### src/cisc_cfg.svh
/*
 * constants for the instruction subset core slice: opcode fields, flag reset
 * values and the instruction-cycle phase count.
 * assumes inclusion once per compile unit; the guard tolerates repeats.
 */
`ifndef CISC_CFG_SVH
`define CISC_CFG_SVH
`define CISC_OP_ADDK 8'hB1
`define CISC_OP_RETK 8'hB6
`define CISC_OP_RETI 16'h0005
`define CISC_OP_SLEEP 16'h0003
`define CISC_PHASES 4
`define CISC_PD_RST 1'b1
`define CISC_TO_RST 1'b1
`define CISC_GID_RST 1'b1
`define CISC_WDT_W 8
`endif

### src/cisc_pkg.sv
/*
 * types for the instruction subset core slice.
 * assumes cisc_cfg.svh is reachable by bare name.
 */
package cisc_pkg;
    typedef enum logic [1:0] {
        CISC_EXTCLK = 2'h0, // external_clock_mode
        CISC_RCOSC = 2'h1, // resistor_capacitor_osc_mode
        CISC_XTAL = 2'h2 // crystal modes, no clock output
    } cisc_oscmode_t;
    typedef enum logic [2:0] {
        CISC_RUN = 3'b001,
        CISC_FNOP = 3'b010,
        CISC_SLEEP = 3'b100
    } cisc_state_t;
endpackage : cisc_pkg
### src/cisc_clkout.sv
/*
 * divide-by-four clock output generator for the clock_out_pin.
 * assumes core_clk is the oscillator input clock itself.
 */
`timescale 1ns/1ps
`include "cisc_cfg.svh"
module cisc_clkout (
    input wire logic core_clk, // oscillator clock
    input wire logic rst_n, // sync reset
    input wire logic run, // oscillator running
    input wire cisc_pkg::cisc_oscmode_t mode, // oscillator mode
    output logic [1:0] phase, // quarter-cycle phase
    output logic clockOutPin, // divided clock
    output logic clockOutEn // pin driven
);
    import cisc_pkg::*;
    logic [1:0] next_phase;
    assign next_phase = run ? phase + 2'h1 : phase; // halted oscillator freezes phase
    // counter frozen while asleep, so the pin stops with the oscillator
    always_ff @(posedge core_clk) begin
        if (!rst_n) begin
            phase <= 2'h0;
            clockOutPin <= 1'b0;
        end else begin
            phase <= next_phase;
            clockOutPin <= next_phase[1];
        end
    end
    assign clockOutEn = (mode == CISC_EXTCLK) || (mode == CISC_RCOSC);
endmodule : cisc_clkout

### src/cisc_core.sv
/*
 * execution slice of an 8-bit core: add-literal, return-with-constant,
 * return-from-irq and sleep, plus the divided clock output.
 * assumes instructions are presented on instr and sampled at the last phase
 * of each instruction cycle except a return's forced no-op; the stack and fetch logic live outside.
 */
`timescale 1ns/1ps
`include "cisc_cfg.svh"
module cisc_core #(
    parameter int WDT_W = `CISC_WDT_W
) (
    input wire logic core_clk, // oscillator input clock
    input wire logic rst_n, // sync reset, active low
    input wire cisc_pkg::cisc_oscmode_t oscMode, // oscillator mode strap
    input wire logic [15:0] instr, // current instruction word
    input wire logic [15:0] stackTop, // stack_top value
    input wire logic wakeWdt, // watchdog wake-up pin event
    input wire logic wakeOther, // other wake-up event
    output logic clockOutPin, // clock_out_pin level
    output logic clockOutEn, // clock_out_pin output enable
    output logic [7:0] workingRegister, // working register
    output logic [15:0] pc, // program counter
    output logic [7:0] pcHighHoldingLatch, // pc_high_holding_latch
    output logic flagOv, // overflow
    output logic flagC, // carry
    output logic flagDc, // digit carry
    output logic flagZ, // zero
    output logic powerDownFlag, // power_down_flag, active low meaning
    output logic timeOutFlag, // time_out_flag, active low meaning
    output logic globalIrqDisable, // global_irq_disable
    output logic [WDT_W-1:0] wdtCount, // watchdog count
    output logic stackPop, // one-cycle pop request
    output logic cycleEnd, // last phase of an instruction cycle, not raised in a return's forced no-op cycle
    output logic asleep // low-power state
);
    import cisc_pkg::*;
    cisc_state_t state, next_state;
    logic [1:0] phase;
    logic wdtS1, wdtS2, othS1, othS2;
    logic [8:0] sum;
    logic [4:0] lowSum;
    wire [7:0] lit = instr[7:0];
    wire isAddk = instr[15:8] == `CISC_OP_ADDK;
    wire isRetk = instr[15:8] == `CISC_OP_RETK;
    wire isReti = instr == `CISC_OP_RETI;
    wire isSleep = instr == `CISC_OP_SLEEP;
    wire running = state != CISC_SLEEP;
    wire exec = (state == CISC_RUN) && (phase == 2'(`CISC_PHASES - 1));
    wire wake = wdtS2 || othS2;

    cisc_clkout cisc_clkout_inst (
        .core_clk(core_clk),
        .rst_n(rst_n),
        .run(running),
        .mode(oscMode),
        .phase(phase),
        .clockOutPin(clockOutPin),
        .clockOutEn(clockOutEn)
    );

    // wake-up events come from pins, so synchronise before use
    always_ff @(posedge core_clk) begin
        if (!rst_n) begin
            wdtS1 <= 1'b0;
            wdtS2 <= 1'b0;
            othS1 <= 1'b0;
            othS2 <= 1'b0;
        end else begin
            wdtS1 <= wakeWdt;
            wdtS2 <= wdtS1;
            othS1 <= wakeOther;
            othS2 <= othS1;
        end
    end

    // adder with nibble carry for digit carry
    assign sum = {1'b0, workingRegister} + {1'b0, lit};
    assign lowSum = {1'b0, workingRegister[3:0]} + {1'b0, lit[3:0]};
    assign cycleEnd = exec;
    assign asleep = state == CISC_SLEEP;
    assign stackPop = exec && (isRetk || isReti);

    // returns spend a second, forced no-op cycle; sleep holds until wake
    always_comb begin
        next_state = state;
        unique case (state)
            CISC_RUN: begin
                if (exec && (isRetk || isReti)) next_state = CISC_FNOP;
                else if (exec && isSleep) next_state = CISC_SLEEP;
            end
            CISC_FNOP: begin
                if (phase == 2'(`CISC_PHASES - 1)) next_state = CISC_RUN;
            end
            CISC_SLEEP: begin
                if (wake) next_state = CISC_RUN;
            end
        endcase
    end

    always_ff @(posedge core_clk) begin
        if (!rst_n) state <= CISC_RUN;
        else state <= next_state;
    end

    // working register and arithmetic flags
    always_ff @(posedge core_clk) begin
        if (!rst_n) begin
            workingRegister <= 8'h00;
            {flagOv, flagC, flagDc, flagZ} <= 4'h0;
        end else if (exec && isAddk) begin
            workingRegister <= sum[7:0];
            flagC <= sum[8];
            flagDc <= lowSum[4];
            flagZ <= sum[7:0] == 8'h00;
            flagOv <= (workingRegister[7] == lit[7]) && (sum[7] != lit[7]);
        end else if (exec && isRetk) begin
            workingRegister <= lit;
        end
    end

    // program counter; plain instructions just step, returns take the stack top
    always_ff @(posedge core_clk) begin
        if (!rst_n) pc <= 16'h0000;
        else if (exec && (isRetk || isReti)) pc <= stackTop;
        else if (exec) pc <= pc + 16'h0001;
    end

    // holding latch is never written by this slice
    always_ff @(posedge core_clk) begin
        if (!rst_n) pcHighHoldingLatch <= 8'h00;
        else pcHighHoldingLatch <= pcHighHoldingLatch;
    end

    // status flags, watchdog and irq disable
    always_ff @(posedge core_clk) begin
        if (!rst_n) begin
            powerDownFlag <= `CISC_PD_RST;
            timeOutFlag <= `CISC_TO_RST;
            globalIrqDisable <= `CISC_GID_RST;
            wdtCount <= '0;
        end else begin
            if (exec && isSleep) begin
                powerDownFlag <= 1'b0;
                timeOutFlag <= 1'b1;
                wdtCount <= '0;
            end else if (running) begin
                wdtCount <= wdtCount + 1'b1;
            end
            if (state == CISC_SLEEP && wdtS2) timeOutFlag <= 1'b0;
            if (exec && isReti) globalIrqDisable <= 1'b0;
        end
    end
endmodule : cisc_core

### config.mk
export PLATFORM = sky130hd
export DESIGN_NAME = cisc_core
export DESIGN_NICKNAME = d
export VERILOG_FILES = /design/src/cisc_pkg.sv /design/src/cisc_clkout.sv /design/src/cisc_core.sv
export VERILOG_INCLUDE_DIRS = /design/src
export SDC_FILE = /design/constraint.sdc
export NUM_CORES = 1
export LEC_CHECK = 0
export ABC_CLOCK_PERIOD_IN_PS = 2500
export BUFFER_PORTS_ARGS = -buffer_cell sky130_fd_sc_hd__buf_2
export CAP_MARGIN = 0
export CORE_MARGIN = 1
export CORE_UTILIZATION = 50
export CTS_CLUSTER_SIZE = 20
export DETAILED_ROUTE_END_ITERATION = 8
export GPL_TIMING_DRIVEN = 0
export PLACE_DENSITY = 0.86
export SLEW_MARGIN = 20
export SYNTH_ARGS = -nofsm -noshare
export SYNTH_HDL_FRONTEND = slang
export SYNTH_SLANG_ARGS = --single-unit
export TNS_END_PERCENT = 30
### constraint.sdc
create_clock -name core_clk -period 2.5 [get_ports core_clk]
set_input_delay 0.125 -clock core_clk [delete_from_list [all_inputs] [get_ports core_clk]]
set_output_delay 0.125 -clock core_clk [all_outputs]
set_load 0.01 [all_outputs]
==> results.toml <==
[finish]
areaGrowthSynthToFinish_pct = 22.9
final_cell_mix = "buf_2, dfxtp_1, nand2_1"
final_cells = 497
final_common_cell = "buf_2"
insertedDiodeCount = 0
fin_util = 0.644
n_fill_cell = 470
nets = 477
drive_above_1_share = 0.258

[setup_path]
rrSetupSlack_ns = 0.12
worst_ep_required_time_ns = 2.38
start_kind = "register"
crit_arrival_ns = 2.32
rr_worst_depth = 10
crit_path_end_kind = "output port"
cp_max_fo = 10
path_class = "reg2out"

[sta]
timing.final.crit_share = 0.978
rsz0062_at_grt = "true"
maxSlewHeadroom = 0.646
setup_viol = 0
finClkSkew_ns = 0.00625
worst_slew_pin_slew_ns = 0.531
finalHoldViolCount = 0
slew_viol_final = 0
period_minus_slack_ns = 2.45
fmax_ghz = 0.409

[route]
vias = 2801
initialDrtViolationCount = 168
viasPerCell = 5.64
postRouteAntennaNets = 0
firstDrtPassIters = 5
routed_wl_um = 6970
wl_per_cell_um = 14.0
remaining_drc_errors = 0

[place]
portBuffers = 79
gp_congestion = 0.922
dp_cells = 488
dp_hpwl_um = 5180

[clocking]
path_clk_slew_ns = 0.08
cts_tree = "done"
clockBufferDepth = 2
cts-root-buf = "clkbuf_8"
cts_buffers = 5
insertion_delay_ns = 0.30
cts.sinks = 48
htreeDepth = 2

[job]
cap_violations = 0

[power_and_ir_drop]
power_density_nw_per_um2 = 437
p_switching_mw = 0.385
sw_frac_of_total = 0.266
p_int_mw = 1.06
p_leak_nw = 1.49
p_clk_frac = 0.307
irDropWorstVdd_mv = 0.313
comb_power_share = 0.130
seq_power_share = 0.563

[yosys]
synthArstFlopShare = 0
synth_edf_count = 0
synth_flop_cell = "dfxtp_1"
synthDistinctLibCells = 55
synth-seq-cells = 48
netlist_area_um2 = 2690
netlist_instances = 332
synth_seq_area_share = 0.357
yosys_warnings = 0
synth_area_per_cell_um2 = 8.11

[global_route]
grt_start_max_net_pins = 14
grt_overflow = 0
grt_pass1_vias = 2406
antenna_found_initial = 0
grt_use_total = 0.250
grt_pass1_wl_um = 10900

[die]
pin_count = 90
rows = 26
die_x_um = 75.4
start_util = 0.524
dieHeight_um = 75.4
core_um2 = 5140
die-area_um2 = 5680

[hold_path]
hp-class = "in2reg"
whs_path_depth = 2

[status]
outcome = "completed"
==> cells by family after synthesis <==
kind of cell,count (synthesis),share of synthesized area
and+or+nand+nor,152,0.291
AOI/OAI and AO/OA,70,0.175
DFF,48,0.357
buffers and inverters,34,0.0678
xor gates and xnor gates,14,0.0455
adders and majority gates,12,0.0585
other,1,0.00139
muxes,1,0.00372
==> power groups by stage <==
stage / clock [mW] / sequential (mW) / combinational, mW
2_1_floorplan: 0 / 0.836 / 0.100
3_3_place_gp: 0 / 0.831 / 0.181
5_1_grt: 0.488 / 0.820 / 0.211
3_5_place_dp: 0 / 0.832 / 0.185
4_1_cts: 0.454 / 0.814 / 0.186
6_report: 0.444 / 0.815 / 0.188
==> routing by layer <==
metal  global-route usage  vias to the layer above  wire, um
met2                0.407                      133      3220
met3               0.0503                        9       571
met1                0.334                     1273      3110
met4               0.0782                        0        72
met5                    0                        -         0
li1                     -                     1386         -
==> through the flow <==
step | total power, mW | setup WS [ns] | hold WS (ns) | cell area [um2] | TNS, ns
2_1_floorplan | 0.937 | 0.290 | 0.252 | 2720 | 0
3_3_place_gp | 1.01 | 0.110 | 0.347 | 3200 | 0
3_5_place_dp | 1.02 | 0.0776 | 0.350 | 3200 | 0
4_1_cts | 1.45 | 0.00646 | 0.0366 | 3290 | 0
5_1_grt | 1.52 | -0.0380 | 0.0589 | 3310 | -0.0398
6_report | 1.45 | 0.0548 | 0.0421 | 3310 | 0
==> cell type report <==
| cell class | count | area, um2 | area share |
|---|---|---|---|
| Tap cell | 70 | 87.6 | 0.0265 |
| Inverter | 11 | 46.3 | 0.0140 |
| Clock buffer | 6 | 72.6 | 0.0219 |
| Multi-Input combinational cell | 257 | 1580 | 0.477 |
| Buffer | 22 | 138 | 0.0416 |
| Timing Repair Buffer | 82 | 418 | 0.126 |
| Sequential cell | 48 | 963 | 0.291 |
| Clock inverter | 1 | 5.00 | 0.00151 |
==> cell usage after synthesis (3+ instances only) <==
cell,instances,share of area
nor4b_1,3,0.0098
and3_1,11,0.026
inv_1,9,0.013
clkbuf_1,10,0.014
buf_6,3,0.013
nand2b_1,3,0.0070
nor3_1,10,0.019
nand2_1,36,0.050
nor4_1,13,0.030
nand4_1,7,0.016
xor2_1,8,0.026
a22oi_1,3,0.0084
o21ai_0,9,0.017
and2_1,8,0.019
ha_1,11,0.051
buf_4,8,0.022
xnor2_1,6,0.020
a21oi_1,17,0.032
dfxtp_1,48,0.36
nor2_1,32,0.045
a31oi_1,17,0.039
nand3_1,18,0.033
==> final timing paths <==
| check | start | endpoint |
|---|---|---|
| worst max-delay path | cisc_clkout_inst.clockOutPin | stackPop |
| worst min-delay path | wakeWdt | wdtS1 |
| worst max register to register | cisc_clkout_inst.clockOutPin | pc[13] |
| worst min register to register | othS1 | othS2 |
==> state kept, by name, indices dropped and copies added (netlist names) <==
register                      count
state                             3
workingRegister                   8
othS1                             1
flagOv                            1
wdtCount                          8
cisc_clkout_inst.phase            1
flagC                             1
flagDc                            1
globalIrqDisable                  1
othS2                             1
pc                               16
wdtS2                             1
timeOutFlag                       1
cisc_clkout_inst.clockOutPin      1
flagZ                             1
powerDownFlag                     1
wdtS1                             1
==> critical path, stage by stage, from the launching register on <==
cell,delay (ns)
dfxtp_2,0.35
ha_2,0.20
nand4bb_1,0.10
buf_2,0.18
or4_4,0.44
o31a_1,0.35
clkinv_4,0.10
buf_6,0.14
buf_2,0.14
==> what timing repair did <==
item	4_1_cts	5_1_grt
gates resized for setup	3	3
buffers inserted	1	2
endpoints found under the setup margin	1	13
hold buffers	0	0
pin swaps	1	1
No activity file was read; power rests on OpenSTA's default activity.
